File: src/kr_consts.svh
// named constants for the resistor ladder key reader
`ifndef KR_CONSTS_SVH
`define KR_CONSTS_SVH

// ==========================================================
// batch filter
`define KR_BATCH_LEN 4'hA
`define KR_BATCH_LAST 4'h9
`define KR_AVG_SHIFT 3
`define KR_SUM_ZERO 14'h0000
`define KR_CNT_ZERO 4'h0
`define KR_MAX_INIT 10'h000
`define KR_MIN_INIT 10'h3FF

// ==========================================================
// key table
`define KR_NKEYS 8
`define KR_IDX_ZERO 4'h0
`define KR_IDX_LAST 4'h8
`define KR_THR_RST 10'h3FF
`define KR_KEY_RST 4'h0

// ==========================================================
// register offsets (byte addresses)
`define KR_ADDR_CTRL 8'h00
`define KR_ADDR_STAT 8'h04
`define KR_ADDR_MASK 8'h08
`define KR_ADDR_FIX 8'h0C
`define KR_ADDR_KEY 8'h10
`define KR_ADDR_THR_BASE 3'h1
`define KR_ADDR_THR_LO 4
`define KR_ADDR_THR_HI 2

// ==========================================================
// register fields
`define KR_CTRL_START 0
`define KR_CTRL_AUTO 1
`define KR_IRQ_FIX 0
`define KR_IRQ_KEY 1
`define KR_KEY_VALID_BIT 4
`define KR_IRQ_RST 2'h0
`define KR_RDATA_ZERO 32'h00000000

`endif

File: src/kr_pkg.sv
// state types for the resistor ladder key reader
`default_nettype none
`include "kr_consts.svh"

package kr_pkg;

    // ======================================================
    // converter handshake states, one-hot
    typedef enum logic [1:0] {
        KR_CONV_IDLE = 2'b01,
        KR_CONV_WAIT = 2'b10
    } kr_conv_e;

    // ======================================================
    // key scan states, one-hot
    typedef enum logic [2:0] {
        KR_SCAN_IDLE = 3'b001,
        KR_SCAN_LOOP = 3'b010,
        KR_SCAN_DONE = 3'b100
    } kr_scan_e;

    // batch filter state
    typedef struct packed {
        logic [13:0] sum;
        logic [3:0] cnt;
        logic [9:0] max;
        logic [9:0] min;
        logic [9:0] fix;
        logic fix_pulse;
    } kr_filt_s;

    // key scan state
    typedef struct packed {
        kr_scan_e state;
        logic [3:0] idx;
        logic [3:0] prev;
        logic [3:0] key;
        logic valid;
        logic accept;
    } kr_scan_s;

    // top level state
    typedef struct packed {
        kr_conv_e conv;
        logic conv_start;
        logic auto_run;
        logic flag;
        logic [1:0] status;
        logic [1:0] mask;
        logic irq;
        logic [31:0] rdata;
        logic [`KR_NKEYS-1:0][9:0] thr;
    } kr_top_s;

endpackage

`default_nettype wire

File: src/kr_batch_filter.sv
// ten-sample trimmed mean filter
`timescale 1ns/1ps
`default_nettype none
`include "kr_consts.svh"

module kr_batch_filter (
    input wire logic core_clk,
    input wire logic rst_n,
    input wire logic sample_valid,
    input wire logic [9:0] sample,
    output logic [9:0] fix,
    output logic fix_pulse
);

    kr_pkg::kr_filt_s r, n; // registered state and its next value
    logic [13:0] sum_add; // sum including the new sample
    logic [9:0] max_new; // largest of the batch so far
    logic [9:0] min_new; // smallest of the batch so far
    logic [13:0] trimmed; // sum without extremes

    // ======================================================
    // next state
    always_comb begin
        n = r;
        n.fix_pulse = 1'b0;
        sum_add = r.sum + {4'h0, sample};
        max_new = (sample > r.max) ? sample : r.max;
        min_new = (sample < r.min) ? sample : r.min;
        trimmed = sum_add - {4'h0, max_new} - {4'h0, min_new};
        if (sample_valid) begin
            n.sum = sum_add;
            n.cnt = r.cnt + 4'h1;
            n.max = max_new;
            n.min = min_new;
            if (r.cnt == `KR_BATCH_LAST) begin
                n.cnt = `KR_CNT_ZERO;
                n.fix = 10'(trimmed >> `KR_AVG_SHIFT);
                n.sum = `KR_SUM_ZERO;
                n.max = `KR_MAX_INIT;
                n.min = `KR_MIN_INIT;
                n.fix_pulse = 1'b1;
            end
        end
    end

    // ======================================================
    // registers; 14 bits hold ten full-scale samples
    // sum wide enough
    always_ff @(posedge core_clk) begin
        if (!rst_n) begin
            r <= '{sum: `KR_SUM_ZERO, cnt: `KR_CNT_ZERO,
                   max: `KR_MAX_INIT, min: `KR_MIN_INIT,
                   fix: `KR_MAX_INIT, fix_pulse: 1'b0};
        end else begin
            r <= n;
        end
    end

    assign fix = r.fix;
    assign fix_pulse = r.fix_pulse;

endmodule

`default_nettype wire

File: src/kr_key_scan.sv
// threshold table scan with two-scan agreement
`timescale 1ns/1ps
`default_nettype none
`include "kr_consts.svh"

module kr_key_scan (
    input wire logic core_clk,
    input wire logic rst_n,
    input wire logic flag,
    input wire logic [9:0] fix,
    input wire logic [`KR_NKEYS-1:0][9:0] thr,
    output logic take,
    output logic [3:0] key,
    output logic valid,
    output logic accept
);

    kr_pkg::kr_scan_s r, n; // registered state and its next value
    logic [`KR_NKEYS-1:0] above; // value exceeds each threshold

    // ======================================================
    // one comparator per table entry
    genvar gi;
    generate
        for (gi = 0; gi < `KR_NKEYS; gi = gi + 1) begin : g_cmp
            assign above[gi] = fix > thr[gi];
        end
    endgenerate

    // proceed only on a set flag
    assign take = (r.state == kr_pkg::KR_SCAN_IDLE) && flag;

    // ======================================================
    // scan sequence
    always_comb begin
        n = r;
        n.accept = 1'b0;
        case (r.state)
            kr_pkg::KR_SCAN_IDLE: begin
                if (take) begin
                    n.idx = `KR_IDX_ZERO;
                    n.state = kr_pkg::KR_SCAN_LOOP;
                end
            end
            kr_pkg::KR_SCAN_LOOP: begin
                if (r.idx == `KR_IDX_LAST) begin
                    n.state = kr_pkg::KR_SCAN_DONE;
                end else if (above[r.idx[2:0]]) begin
                    n.idx = r.idx + 4'h1;
                end else begin
                    n.state = kr_pkg::KR_SCAN_DONE;
                end
            end
            kr_pkg::KR_SCAN_DONE: begin
                if (r.idx == r.prev) begin
                    n.key = r.idx;
                    n.valid = 1'b1;
                    n.accept = 1'b1;
                end
                n.prev = r.idx;
                n.state = kr_pkg::KR_SCAN_IDLE;
            end
            default: begin
                n.state = kr_pkg::KR_SCAN_IDLE;
            end
        endcase
    end

    // ======================================================
    // registers
    always_ff @(posedge core_clk) begin
        if (!rst_n) begin
            r <= '{state: kr_pkg::KR_SCAN_IDLE, idx: `KR_IDX_ZERO,
                   prev: `KR_KEY_RST, key: `KR_KEY_RST,
                   valid: 1'b0, accept: 1'b0};
        end else begin
            r <= n;
        end
    end

    assign key = r.key;
    assign valid = r.valid;
    assign accept = r.accept;

endmodule

`default_nettype wire

File: src/kr_key_reader.sv
// resistor ladder key reader: registers, converter handshake, irq
//
// Strobed register access and the register offsets are this design's own decisions.
`timescale 1ns/1ps
`default_nettype none
`include "kr_consts.svh"

// What this block does
// - tenth conversion clears the count
// - subtract batch largest from sum
// - subtract batch smallest from sum
// - filtered value is trimmed sum over eight
// - clear sum after producing value
// - set value flag on new value
// - start bit one begins a conversion
// - scan runs only on set flag
// - scanning consumes the value flag
// - step index while value exceeds threshold
// - stop at the first miss or after all entries; index is candidate
// - accept candidate equal to previous one
// - store candidate as previous every scan
module kr_key_reader (
    input wire logic core_clk,
    input wire logic rst_n,
    input wire logic [7:0] reg_addr,
    input wire logic [31:0] reg_wdata,
    input wire logic reg_wr,
    input wire logic reg_rd,
    output logic [31:0] reg_rdata,
    output logic conv_start,
    input wire logic conv_done,
    input wire logic [9:0] conv_result,
    output logic [3:0] key_code,
    output logic key_valid,
    output logic key_accept,
    output logic irq
);

    // ======================================================
    // declarations
    kr_pkg::kr_top_s r, n; // registered state and its next value
    logic sample_valid; // completed result for the filter
    logic [9:0] fix; // filtered ladder value
    logic fix_pulse; // new filtered value this cycle
    logic take; // scan consumes the flag
    logic wr_ctrl; // write hits the control register
    logic wr_stat; // write hits the status register
    logic wr_mask; // write hits the mask register
    logic thr_hit; // address falls in the table
    logic [2:0] thr_idx; // table entry addressed
    logic [1:0] set_bits; // events this cycle
    logic [1:0] status_nxt; // status after set and clear

    assign thr_hit = reg_addr[7:5] == `KR_ADDR_THR_BASE;
    assign thr_idx = reg_addr[`KR_ADDR_THR_LO:`KR_ADDR_THR_HI];
    assign wr_ctrl = reg_wr && (reg_addr == `KR_ADDR_CTRL);
    assign wr_stat = reg_wr && (reg_addr == `KR_ADDR_STAT);
    assign wr_mask = reg_wr && (reg_addr == `KR_ADDR_MASK);

    // ======================================================
    // completion handshake
    // result taken only on the done strobe while waiting
    // the converter is on this clock, so no synchroniser
    assign sample_valid = conv_done && (r.conv == kr_pkg::KR_CONV_WAIT);

    // ======================================================
    // submodules
    kr_batch_filter u_filter (
        .core_clk(core_clk),
        .rst_n(rst_n),
        .sample_valid(sample_valid),
        .sample(conv_result),
        .fix(fix),
        .fix_pulse(fix_pulse)
    );

    kr_key_scan u_scan (
        .core_clk(core_clk),
        .rst_n(rst_n),
        .flag(r.flag),
        .fix(fix),
        .thr(r.thr),
        .take(take),
        .key(key_code),
        .valid(key_valid),
        .accept(key_accept)
    );

    // ======================================================
    // interrupt status: a new event beats a same-cycle clear
    assign set_bits = {key_accept, fix_pulse};
    always_comb begin
        status_nxt = r.status;
        if (wr_stat) begin
            status_nxt = r.status & ~reg_wdata[1:0];
        end
        status_nxt = status_nxt | set_bits;
    end

    // ======================================================
    // next state of registers, handshake and flag
    always_comb begin
        n = r;
        n.conv_start = 1'b0;
        n.rdata = `KR_RDATA_ZERO;
        n.status = status_nxt;
        // irq follows the status it is computed from
        n.irq = |(status_nxt & n.mask);

        // register writes, decoded as a chain
        if (wr_ctrl) begin
            n.auto_run = reg_wdata[`KR_CTRL_AUTO];
        end else if (wr_mask) begin
            n.mask = reg_wdata[1:0];
            n.irq = |(status_nxt & reg_wdata[1:0]);
        end else if (reg_wr && thr_hit) begin
            n.thr[thr_idx] = reg_wdata[9:0];
        end

        // converter handshake
        case (r.conv)
            kr_pkg::KR_CONV_IDLE: begin
                if (wr_ctrl && reg_wdata[`KR_CTRL_START]) begin
                    n.conv_start = 1'b1;
                    n.conv = kr_pkg::KR_CONV_WAIT;
                end
            end
            kr_pkg::KR_CONV_WAIT: begin
                // one start per conversion, re-issued here
                if (conv_done) begin
                    if (n.auto_run) begin
                        n.conv_start = 1'b1;
                    end else begin
                        n.conv = kr_pkg::KR_CONV_IDLE;
                    end
                end
            end
            default: begin
                n.conv = kr_pkg::KR_CONV_IDLE;
            end
        endcase

        // the scan consumes the flag; a new value wins
        n.flag = (r.flag && !take) || fix_pulse;

        // register reads, data in the following cycle only
        if (reg_rd) begin
            if (reg_addr == `KR_ADDR_CTRL) begin
                n.rdata[`KR_CTRL_START] =
                    (r.conv == kr_pkg::KR_CONV_WAIT);
                n.rdata[`KR_CTRL_AUTO] = r.auto_run;
            end else if (reg_addr == `KR_ADDR_STAT) begin
                n.rdata[1:0] = r.status;
            end else if (reg_addr == `KR_ADDR_MASK) begin
                n.rdata[1:0] = r.mask;
            end else if (reg_addr == `KR_ADDR_FIX) begin
                n.rdata[9:0] = fix;
            end else if (reg_addr == `KR_ADDR_KEY) begin
                n.rdata[3:0] = key_code;
                n.rdata[`KR_KEY_VALID_BIT] = key_valid;
            end else if (thr_hit) begin
                n.rdata[9:0] = r.thr[thr_idx];
            end
        end
    end

    // ======================================================
    // state registers
    always_ff @(posedge core_clk) begin
        if (!rst_n) begin
            r.conv <= kr_pkg::KR_CONV_IDLE;
            r.conv_start <= 1'b0;
            r.auto_run <= 1'b0;
            r.flag <= 1'b0;
            r.status <= `KR_IRQ_RST;
            r.mask <= `KR_IRQ_RST;
            r.irq <= 1'b0;
            r.rdata <= `KR_RDATA_ZERO;
            r.thr <= {`KR_NKEYS{`KR_THR_RST}};
        end else begin
            r <= n;
        end
    end

    assign reg_rdata = r.rdata;
    assign conv_start = r.conv_start;
    assign irq = r.irq;

    // helper: results seen in the current batch
    logic [3:0] seen_r;
    always_ff @(posedge core_clk) begin
        if (!rst_n) begin
            seen_r <= `KR_CNT_ZERO;
        end else if (sample_valid) begin
            seen_r <= (seen_r == `KR_BATCH_LAST) ? `KR_CNT_ZERO
                                                 : seen_r + 4'h1;
        end
    end
endmodule

`default_nettype wire

File: config.mk
export PLATFORM = sky130hd
export DESIGN_NAME = kr_key_reader
export DESIGN_NICKNAME = d
export VERILOG_FILES = /design/src/kr_pkg.sv /design/src/kr_batch_filter.sv /design/src/kr_key_scan.sv /design/src/kr_key_reader.sv
export VERILOG_INCLUDE_DIRS = /design/src
export SDC_FILE = /design/constraint.sdc
export NUM_CORES = 1
export LEC_CHECK = 0
export BUFFER_PORTS_ARGS = -buffer_cell sky130_fd_sc_hd__buf_2
export CORE_ASPECT_RATIO = 0.9
export CORE_MARGIN = 2
export CORE_UTILIZATION = 55
export CTS_CLUSTER_SIZE = 25
export DETAILED_ROUTE_END_ITERATION = 8
export HOLD_SLACK_MARGIN = 0.05
export PLACE_DENSITY = 0.85
export SETUP_SLACK_MARGIN = 0.1
export SLEW_MARGIN = 30
export SYNTH_ARGS = -nofsm -noshare
export SYNTH_HDL_FRONTEND = slang
export SYNTH_SLANG_ARGS = --single-unit
File: constraint.sdc
create_clock -name core_clk -period 13.69 [get_ports core_clk]
set_input_delay 2.0535 -clock core_clk [delete_from_list [all_inputs] [get_ports core_clk]]
set_output_delay 2.0535 -clock core_clk [all_outputs]
set_load 0.05 [all_outputs]
## Word level (Yosys, flattened, before mapping)

Index checks and enable logic that the tools add are counted.

- Bits in registers: 188
- Input port bits: 55
- Output and inout port bits: 40
- Word-level logic and storage cells: 138

- Add/sub/neg operators: 5
- Order comparisons: 13
- Equal/unequal tests: 20
- Muxes and demuxes: 35
- Bitwise logic cells: 9
- Reduce and logical (&&, ||, !) cells: 26

Operators by type and width:

| cell | count |
|---|---|
| 10-bit greater-than comparator | 9 |
| 80-bit bitwise mux | 1 |
| 10-bit two-way mux | 6 |
| 49-bit two-way mux | 1 |
| 10-bit binary-select mux with 3-bit select | 1 |
| 10-bit demux with 3-bit select | 1 |
| 13-bit by 10-bit subtractor with 13-bit output | 2 |
| 8-bit by 4-bit equality test with 1-bit output (second input constant) | 2 |
| 14-bit by 10-bit adder with 14-bit output | 1 |
| 2-bit AND reduction | 7 |
| 3-bit two-way mux | 4 |
| 10-bit < comparator | 1 |
| 2-bit two-way mux | 5 |
| 5-bit two-way mux | 2 |
| 2-bit != test (second input constant) | 5 |
| 1-bit logical AND | 9 |
| 4-bit by 1-bit adder with 4-bit output (second input constant) | 2 |
| 4-bit equality test (second input constant) | 2 |
| 8-bit by 3-bit equality test with 1-bit output (second input constant) | 1 |
| 8-bit by 5-bit equality test with 1-bit output (second input constant) | 1 |
| 8-bit logical NOT | 1 |
| 3-bit by 4-bit < comparator with 1-bit output (second input constant) | 2 |
| 4-bit two-way mux | 2 |
| 4-bit case mux with 2 select lines | 1 |
| 26 further kinds | 39 |

## Depth between registers and ports, before layout

Gate-level depths: netlist of run 1.

- Depth after elaboration: 8
- Gate-level depth with buffers: 21
- Mapped depth without buffers: 20

## Hierarchy

A second synthesis of run 1 with hierarchy kept.

- Cell total of the unflattened synthesis: 1,311
- Area, all modules: 11,184.5 um^2

Modules (own cells, without submodules):

| module | times used | cells an instance | area each (um^2) | sequential area each (um^2) |
|---|---|---|---|---|
| kr_key_reader | 1 | 530 | 4,723.3 | 2,001.9 |
| kr_batch_filter | 1 | 412 | 3,592.2 | 960.9 |
| kr_key_scan | 1 | 369 | 2,869.0 | 340.3 |

## Least setup slack after synthesis of run 1

OpenSTA, ideal clock, no wires.

- Path type: input to register
- Start point: input port conv_result[1]
- End point: register u_filter.r, in the netlist u_filter.fix[7]
- Setup time: 0.123 ns
- Arrival time: 5.669 ns
- Data required time: 13.567 ns
- Path slack: 7.898 ns
- Stages: 19
- Path buffers: 1
- Cells stage by stage: ha_1 > a21o_1 > a21o_1 > a21o_1 > a21oi_1 > o21ai_1 > a21oi_1 > buf_2 > mux2i_1 > fa_1 > ha_1 > o21ai_0 > a21oi_1 > o211ai_1 > a21oi_1 > or3_1 > a21oi_1 > xor2_1 > o21ai_0

- Longest elaborated chain between the ends: 4
- Elaborated cells on any way between the ends: 7
- Classes of those cells: add/sub (3); order compare (2); mux (2)

Ends and longest elaborated chain:

| element | line | RTL |
|---|---|---|
| start: declaration | kr_key_reader.sv:32 | `input wire logic [9:0] conv_result,` |
| 10-bit greater-than comparator | kr_batch_filter.sv:27 | `max_new = (sample > r.max) ? sample : r.max;` |
| 10-bit two-way mux | kr_batch_filter.sv:27 |  |
| 13-bit by 10-bit subtractor with 13-bit output | kr_batch_filter.sv:29 | `trimmed = sum_add - {4'h0, max_new} - {4'h0, min_new};` |
| 13-bit by 10-bit subtractor with 13-bit output (*) | kr_batch_filter.sv:29 |  |
| end signal: assignment | kr_batch_filter.sv:51 | `` r <= '{sum: `KR_SUM_ZERO, cnt: `KR_CNT_ZERO, `` |
| end signal: assignment | kr_batch_filter.sv:55 | `r <= n;` |
| end: declaration | kr_batch_filter.sv:15 | `kr_pkg::kr_filt_s r, n;` |

Mark *: on every way between the ends. The rest lies on a longest branch, timed or not.
A chain may end at the register's enable or synchronous reset.

## Worst setup path in the final report of run 1

- Start point: input port conv_result[8]
- End point: register u_filter.r, in the netlist u_filter.fix[7]

Same word-level chain as after synthesis.

==> flow_summary.ini, run 1 <==
[global_routing]
grt_max_degree = 93
grt_use_total_pct = 27.3
grt_pass1_vias = 8693
gr-total-overflow = 0
grt_antenna_before_repair = 3
grt_pass1_wl_mm = 44.1

[final_layout]
syn_to_final_growth_pct = 7.35
final_common_cell = dfxtp_1
fill_cells = 1556
stdcell_count = 1496
seq_area_um2 = 3300
fin_nets = 1420
drive_gt1_share_pct = 11.2
multi_input_area_um2 = 6560
final_cell_mix = dfxtp_1, ha_1, nand2_1, inv_1, nor2_1

[power]
power.density_nw_per_um2 = 94.1
design_power_total_w = 0.00108
p_leak_nw = 5.74
ir_drop_mv = 0.0785

[clock_network]
cts_root_buffer = clkbuf_16
clock_sinks = 165
htreeDepth = 4
cts_tree = built
hold_buffers = 0
numCtsBuffers = 17
insertion_delay_ps = 440
postCtsResizedCells = 0
clockBufferDepth = 2
cts_setup_buffers = 0
clkTransAtPathRegs_ps = 70

[logic_synthesis]
async_reset_ff_share_pct = 0
synthCells = 1227
synth-edff-count = 0
syn_area_per_cell_um2 = 8.75
synth.cell_area_um2 = 10700
synth_ff_type = dfxtp_1
synth-seq-area-share_pct = 30.8
ys_ff_latch = 165
synthDistinctLibCells = 71
ys_warn_count = 0

[sta]
hold_viol = 0
hold_ws_ps = 465
period_share_pct = 44.3
post-route-min-period_ps = 6060
drv_slew = 0
fin_tns_setup_ps = 0
tightest_slew_ps = 1040
max_freq_ghz = 0.165
setup_viol_count_final = 0
relSlewSlack_pct = 30.7
rsz0062_at_grt = false
clock_skew_ps = 14.4

[detailed_routing]
first_pass_iters = 5
wl_mm = 27.1
drt_iter0_drc = 866
wire_per_inst_um = 18.1
ant_nets = 0
drc = 0
avgViaCountPerCell = 6.07
vias = 9077

[setup_path]
end_kind = flip-flop
cp-start-kind = input pin
criticalPathCategory = in -> reg
cp.arrival_ps = 6390
rr_startpoint = u_filter.r[30]$_SDFFE_PN0P_
critical_path_required_ps = 14010
critPathLaunch = conv_result[8]
worst-path-max-fanout = 10

[die]
core_area_um2 = 19200
io_pins = 95
num_rows = 48
initial_core_util_pct = 56.0
die-area_um2 = 20700
die_y_um = 137
die_w_um = 151

[hold_path]
hold_path.startpoint = u_filter.r[37]$_SDFFE_PN0P_
min_path_type = reg -> reg

[placement]
placed_cells = 1462
port_buffers = 50
dpl.hpwl_mm = 19.4
gp_congestion = 0.914

[flow_run]
drv_cap = 0

[outcome]
outcome = complete, no violations
[critical path, stage by stage]
cell and delay, ps:
buf_2 140, ha_1 310, nand4_1 170, nor2_1 200
o21ai_0 180, nand3b_1 150, o21a_1 560, mux2i_1 380
fa_1 450, ha_1 320, o21ai_0 160, a21oi_1 90
o211ai_1 230, a21oi_1 150, or3_1 410, a21oi_1 190
xor2_1 160, o21ai_0 80
[path summary, 6_finish.rpt]
check	endpoint	slack (ps)	cells after the start
hold reg to reg	u_filter.r[37]$_SDFFE_PN0P_	470	2
setup reg to reg	u_filter.fix[7]$_SDFFE_PN0P_	8980	18
hold / removal	u_filter.r[37]$_SDFFE_PN0P_	470	2
setup / recovery	u_filter.fix[7]$_SDFFE_PN0P_	7630	18
[cell usage after synthesis (all sizes together) (3+ instances only)]
library cell  count  area share, %
a2111oi           3           0.31
a211oi           10           0.70
a21o             30            2.1
a21oi            66            3.1
a222oi            3           0.28
a22oi            15            1.0
a2bb2oi           9           0.73
a31oi             4           0.23
and2              9           0.52
and4              5           0.41
buf              63            3.7
clkbuf           32            1.1
dfxtp           165             31
fa                9            1.7
ha              125             15
inv             118            4.1
mux2             10            1.0
mux2i            48            4.5
mux4             20            4.2
nand2           123            4.3
nand2b            7           0.41
nand3            20           0.93
nand3b            6           0.42
nand4            15           0.87
nor2            104            3.6
nor2b            11           0.64
nor3             16           0.84
nor3b             6           0.51
nor4              3           0.17
o211ai           76            5.3
o21a              6           0.42
o21ai            23            1.1
o31ai             4           0.28
or2               4           0.23
or3               4           0.23
xnor2            11           0.90
xor2             11           0.90
[routing by layer]
| layer | track usage (%) | wire length (um) |
|---|---|---|
| met1 | 35.0 | 11200 |
| met2 | 42.5 | 12300 |
| met3 | 7.83 | 2450 |
| met4 | 12.8 | 1060 |
| met5 | 0 | 31 |
[final cells by class]
| cell class | count | share of cell area [%] |
|---|---|---|
| Antenna cell | 2 | 0.0434 |
| Inverter | 118 | 3.84 |
| Sequential cell | 165 | 28.7 |
| Multi-Input combinational cell | 870 | 56.9 |
| Clock inverter | 13 | 1.22 |
| Timing Repair Buffer | 59 | 2.76 |
| Clock buffer | 19 | 3.84 |
| Tap cell | 250 | 2.71 |
[metrics by stage]
stage	util, %	setup slack, ps	area, um2
finish	60.2	7630	11500
global route	60.1	7320	11500
CTS	60.1	7690	11500
detailed placement	57.1	7250	10900
global placement	57.0	7300	10900
floorplan	-	7900	10800
[state kept, by name, summed over array words and instances, names as in the netlist]
register,count
conv_start,1
irq,1
r,88
reg_rdata,10
u_filter.fix,10
u_filter.fix_pulse,1
u_filter.r,37
u_scan.accept,1
u_scan.key,4
u_scan.r,11
u_scan.valid,1
[cells by family after synthesis]
group | after synthesis | share of synthesized area [%]
other | 1 | 0.0349
adder cells (fa/ha/maj) | 134 | 16.2
XOR/XNOR | 22 | 1.79
AO/OA/AOI/OAI | 273 | 17.7
AND/OR/NAND/NOR | 341 | 14.8
multiplexers | 78 | 9.72
flip-flops | 165 | 30.8
buffers and inverters | 213 | 8.93
[where the power goes]
group | switching [W] | leakage [nW] | internal, W | total [W]
combinational | 0.0000782 | 4.12 | 0.0000416 | 0.000120
clock | 0.000219 | 0.281 | 0.000262 | 0.000481
sequential | 0.00000132 | 1.33 | 0.000482 | 0.000484
Note: power is estimated with default switching activity, not from simulation.
==> run 2, diff against run 1 <==
ABC_AREA = 1   (was not set)
clock period = 5.9 ns   (was 13.69 ns; I/O delays follow)
==> run 2 against run 1 <==
  * Die area is 0.34% higher
  * Setup slack worse by 6500 ps
  * Utilization is 0.47 points lower
  * Cell count is 17% higher
  * First-iteration DRC count is 2.3% higher
==> flow_summary.ini, run 2 <==
[sta]
setup_viol_count_final = 0
drv_slew = 0
rsz0062_at_grt = false
tightest_slew_ps = 1000
hold_ws_ps = 463
post-route-min-period_ps = 4740
fin_tns_setup_ps = 0
clock_skew_ps = 10.6
period_share_pct = 80.3
relSlewSlack_pct = 33.1
hold_viol = 0
max_freq_ghz = 0.211

[setup_path]
critical_path_required_ps = 6230
rr_endpoint = u_filter.fix[9]$_SDFFE_PN0P_
rr_startpoint = u_filter.r[28]$_SDFFE_PN0P_
critPathLaunch = conv_result[7]
worst-path-max-fanout = 29
cp.arrival_ps = 5070
crit_end = u_filter.fix[9]$_SDFFE_PN0P_
criticalPathCategory = in -> reg
ff2ff_setup_slack_ps = 1380
ff2ff_path_depth = 20
end_kind = flip-flop
cp-start-kind = input pin

[clock_network]
htreeDepth = 4
clkTransAtPathRegs_ps = 70
cts_root_buffer = clkbuf_16
cts_setup_buffers = 0
hold_buffers = 0
insertion_delay_ps = 440
postCtsResizedCells = 0
numCtsBuffers = 17
cts_tree = built
clock_sinks = 165
clockBufferDepth = 2

[detailed_routing]
drc = 0
avgViaCountPerCell = 5.65
ant_nets = 0
first_pass_iters = 7
wire_per_inst_um = 15.8
wl_mm = 27.7
drt_iter0_drc = 886
vias = 9901

[final_layout]
regMostFlops = r
largest_reg_flops = 88
fin_nets = 1678
seq_area_um2 = 3300
final_common_cell = nand2_1
multi_input_area_um2 = 6180
syn_to_final_growth_pct = 6.48
reg_top3 = r x88, u_filter.r x37, u_scan.r x11
diodes = 0
drive_gt1_share_pct = 8.26
final_cell_mix = nand2_1, inv_1, a21oi_1, dfxtp_1, ha_1
fill_cells = 1689

[die]
die_y_um = 137
die_w_um = 152
io_pins = 95
initial_core_util_pct = 56.1
num_rows = 48
core_area_um2 = 19200
die-area_um2 = 20700

[placement]
gp_congestion = 0.927
port_buffers = 50
dpl.hpwl_mm = 19.8

[logic_synthesis]
ys_warn_count = 0
synth.cell_area_um2 = 10800
synth.largest_area_cell = dfxtp_1
ys_ff_latch = 165
syn_area_per_cell_um2 = 7.23
synth-edff-count = 0
synth_ff_type = dfxtp_1
synthMostInstantiatedCell = nand2_1
synthDistinctLibCells = 52
async_reset_ff_share_pct = 0
synth.top_cell.area_share_pct = 30.7
synthTopCellsByArea = dfxtp_1, ha_1, nand2_1
synthCells = 1491
synth-seq-area-share_pct = 30.7
synth_common_cells = nand2_1, inv_1, a21oi_1, dfxtp_1, ha_1

[outcome]
outcome = complete, no violations

[global_routing]
grt_pass1_wl_mm = 44.3
gr-total-overflow = 0
grt_antenna_before_repair = 0
grt_use_total_pct = 27.2
grt_pass1_vias = 9178
grt_max_degree = 68

[power]
p_leak_nw = 5.96
ir_drop_mv = 0.181
power.density_nw_per_um2 = 226
design_power_total_w = 0.00259

[hold_path]
min_path_type = reg -> reg

[flow_run]
drv_cap = 0
[run 2: cell types whose count changed in the layout (fill, tap and decap cells not counted), sizes merged, moves of 25 or more]
cell / change
inv: +84
nand3: +29
mux2i: -48
o22ai: +25
o211ai: -60
nand2: +170
a21oi: +115
o21ai: +129
[run 2: cell families after synthesis]
kind of cell	count (synthesis)	share of synthesized area, %
compound gates	422	21.5
flops	165	30.7
other cells	1	0.0348
fa+ha+maj	134	16.2
simple gates	447	17.7
buf+inv	307	12.7
xor+xnor	15	1.22
[run 2: cell type report]
class                   instances  share of cell area, %
multi-input cells            1040                   53.9
clock inverters                12                   1.24
well taps                     250                   2.73
clock buffers                  20                   3.98
flip-flops and latches        165                   28.8
inverters                     210                   6.89
repair buffers                 55                   2.51
[run 2: where the power goes]
part / switching (W) / internal [W] / leakage (nW)
Sequential: 0.00000239 / 0.00112 / 1.33
Clock: 0.000487 / 0.000652 / 0.285
Combinational: 0.000231 / 0.000100 / 4.34
Total: 0.000719 / 0.00187 / 5.96
[run 2: worst min path at each step]
stage / from / end / slack [ps] / depth (start not counted)
3_3_place_gp: r[117]$_SDFF_PN0_ / r[117]$_SDFF_PN0_ / 450 / 2
5_1_grt: u_filter.r[28]$_SDFFE_PN0P_ / u_filter.r[28]$_SDFFE_PN0P_ / 480 / 2
2_1_floorplan: u_filter.r[20]$_SDFFE_PN1P_ / u_filter.r[20]$_SDFFE_PN1P_ / 440 / 2
6_report: u_scan.valid$_SDFFE_PN0P_ / u_scan.valid$_SDFFE_PN0P_ / 460 / 2
3_5_place_dp: u_scan.valid$_SDFFE_PN0P_ / u_scan.valid$_SDFFE_PN0P_ / 450 / 2
4_1_cts: u_scan.valid$_SDFFE_PN0P_ / u_scan.valid$_SDFFE_PN0P_ / 460 / 2
[run 2: critical path, stage by stage]
cell and delay [ps]:
buf_2 140, ha_1 320, a21oi_1 160, nor2_1 60, a211oi_1 270, o211ai_1 150, nand2_1 610, nand2_1 160
o21ai_0 170, fa_1 490, ha_1 360, a21oi_1 160, a21boi_0 240, nand3_1 180, nand2_1 120, nand2_1 80
a21oi_1 260, nand3_1 120, nand2_1 70, o21ai_1 50
[run 2: routing by layer]
metal,part of all wire (%),wire [um],GRT usage [%],vias up
met1,42,11600,34.3,4519
met5,0,0,0,-
li1,-,-,-,4907
met2,46,12800,45.0,390
met4,3.7,1030,12.7,0
met3,8.3,2290,5.07,85
[run 2: stage by stage]
step                      cells  utilization (%)  worst slack (ps)  cell area, um2
after floorplan            1512                -              1880           10900
after global placement     1720             56.6               923           10900
after detailed placement   1720             56.6               811           10900
after CTS                  1752             59.7              1230           11500
after global routing       1752             59.7               795           11500
final                      1752             59.7              1160           11500
==> run 3, diff against run 2 <==
clock period = 4.5 ns   (was 5.9 ns; I/O delays follow)
==> run 3 against run 2 <==
  * Clock skew is 2.0 ps higher
  * Cell count hardly changed
  * Via count hardly changed
  * Critical path depth is 5 higher
  * Setup slack worse by 630 ps
  * First-iteration DRC count is 4.5% lower
  * Critical path type unchanged
==> flow_summary.ini, run 3 (synthesized netlist as in run 2, its figures left out) <==
[outcome]
outcome = complete, no violations

[power]
combPwrFrac_pct = 12.8
power_frac_seq_pct = 43.1
power.density_nw_per_um2 = 297
design_power_total_w = 0.00341
switching_share_pct = 27.5
switchingPower_w = 0.000938
p_leak_nw = 5.98
internal-power_w = 0.00248
clkPwrFrac_pct = 44.1
ir_drop_mv = 0.220

[final_layout]
drive_gt1_share_pct = 8.32
final_common_cell = nand2_1
syn_to_final_growth_pct = 6.75
reg_top3 = r x88, u_filter.r x37, u_scan.r x11
fin_area_um2 = 11500
utilization_pct = 59.8
regMostFlops = r
fill_cells = 1666
diodes = 0
fin_nets = 1679
final_cell_mix = nand2_1, inv_1, a21oi_1, dfxtp_1, ha_1
stdcell_count = 1753
largest_reg_flops = 88

[flow_run]
drv_cap = 0

[placement]
dpl.hpwl_mm = 19.8
placed_cells = 1721
port_buffers = 50
gp_congestion = 0.918
place_area_um2 = 10900

[sta]
setup_viol_count_final = 0
period_share_pct = 88.1
post-route-min-period_ps = 3960
rsz0062_at_grt = false
drv_slew = 0
max_freq_ghz = 0.252
fin_tns_setup_ps = 0
relSlewSlack_pct = 35.0
clock_skew_ps = 12.6
tightest_slew_ps = 973
hold_viol = 0

[clock_network]
clkTransAtPathRegs_ps = 70
clockBufferDepth = 2
cts_tree = built
cts_setup_buffers = 0
insertion_delay_ps = 440
numCtsBuffers = 17
hold_buffers = 0
clock_sinks = 165
postCtsResizedCells = 0
cts_root_buffer = clkbuf_16
htreeDepth = 4

[setup_path]
worst-path-max-fanout = 29
critical_path_required_ps = 4830
criticalPathCategory = in -> reg
ff2ff_setup_slack_ps = 540
ff2ff_path_depth = 25
cp.arrival_ps = 4300
rr_startpoint = u_filter.r[30]$_SDFFE_PN0P_
cp-start-kind = input pin
end_kind = flip-flop
rr_endpoint = u_filter.fix[5]$_SDFFE_PN0P_

[die]
die_w_um = 152
num_rows = 48
io_pins = 95
initial_core_util_pct = 56.1
core_area_um2 = 19200
die-area_um2 = 20700
die_y_um = 137

[detailed_routing]
drt_iter0_drc = 846
avgViaCountPerCell = 5.65
first_pass_iters = 5
ant_nets = 0
vias = 9907
drc = 0
wl_mm = 27.1
wire_per_inst_um = 15.5

[global_routing]
grt_use_total_pct = 26.2
grt_antenna_before_repair = 1
gr-total-overflow = 0
grt_pass1_wl_mm = 43.0
grt_pass1_vias = 8944
grt_max_degree = 85

[hold_path]
hold_path.startpoint = u_scan.valid$_SDFFE_PN0P_
holdPathEnd = u_scan.valid$_SDFFE_PN0P_
min_path_type = reg -> reg
min_path_cells = 2
## run 3: final cells by class
class	instances	area [um2]	share of cell area, %
tap	250	313	2.72
sequential	165	3300	28.7
multi-input combinational	1040	6180	53.7
clock buffer	21	470	4.09
clock inverter	11	138	1.20
inverter	210	791	6.88
timing repair buffer	56	308	2.68
## run 3: critical path, cell delays in order
cell and delay, ps:
buf_2 140, ha_1 330, nand4_1 170, nor3_2 170, o21ai_1 90, o211ai_1 90
nand2_1 110, buf_12 170, o21ai_0 280, fa_1 460, ha_1 320, a21oi_1 210
o21ai_1 120, nand2_1 90, nand2_1 70, nand2_1 60, inv_1 50, nor2_1 140
inv_1 70, nand2_1 80, nand2_1 80, nand2_1 80, nand3b_1 80, nand3_1 90
nand2_1 50
## run 3: metrics by stage
| stage | setup WS (ps) | hold WS (ps) |
|---|---|---|
| 2_1_floorplan | 687 | 439 |
| 3_3_place_gp | 236 | 452 |
| 3_5_place_dp | 134 | 453 |
| 4_1_cts | 579 | 462 |
| 5_1_grt | 160 | 485 |
| 6_report | 537 | 462 |
## run 3: metal layers
| layer | global-route usage (%) | share of wire [%] | wire [um] | vias up |
|---|---|---|---|---|
| met1 | 34.3 | 43 | 11700 | 4507 |
| li1 | - | - | - | 4907 |
| met3 | 4.77 | 8.4 | 2270 | 58 |
| met4 | 10.2 | 2.8 | 758 | 2 |
| met5 | 0 | 0.048 | 13 | - |
| met2 | 43.1 | 46 | 12300 | 433 |
## run 3: worst max-delay path by stage
stage / start / to
final: conv_result[9] / u_filter.fix[5]$_SDFFE_PN0P_
after global routing: u_filter.r[30]$_SDFFE_PN0P_ / u_filter.fix[5]$_SDFFE_PN0P_
after CTS: conv_result[9] / u_filter.fix[5]$_SDFFE_PN0P_
after detailed placement: conv_result[9] / u_filter.fix[5]$_SDFFE_PN0P_
after global placement: conv_result[9] / u_filter.fix[5]$_SDFFE_PN0P_
after floorplan: conv_result[9] / u_filter.fix[9]$_SDFFE_PN0P_
## run 3: power groups by stage
stage / registers [W] / logic, W / clock network [W]
finish: 0.00147 / 0.000438 / 0.00151
floorplan: 0.00150 / 0.000344 / 0
global placement: 0.00150 / 0.000414 / 0
detailed placement: 0.00150 / 0.000425 / 0
CTS: 0.00147 / 0.000430 / 0.00151
global route: 0.00147 / 0.000484 / 0.00158
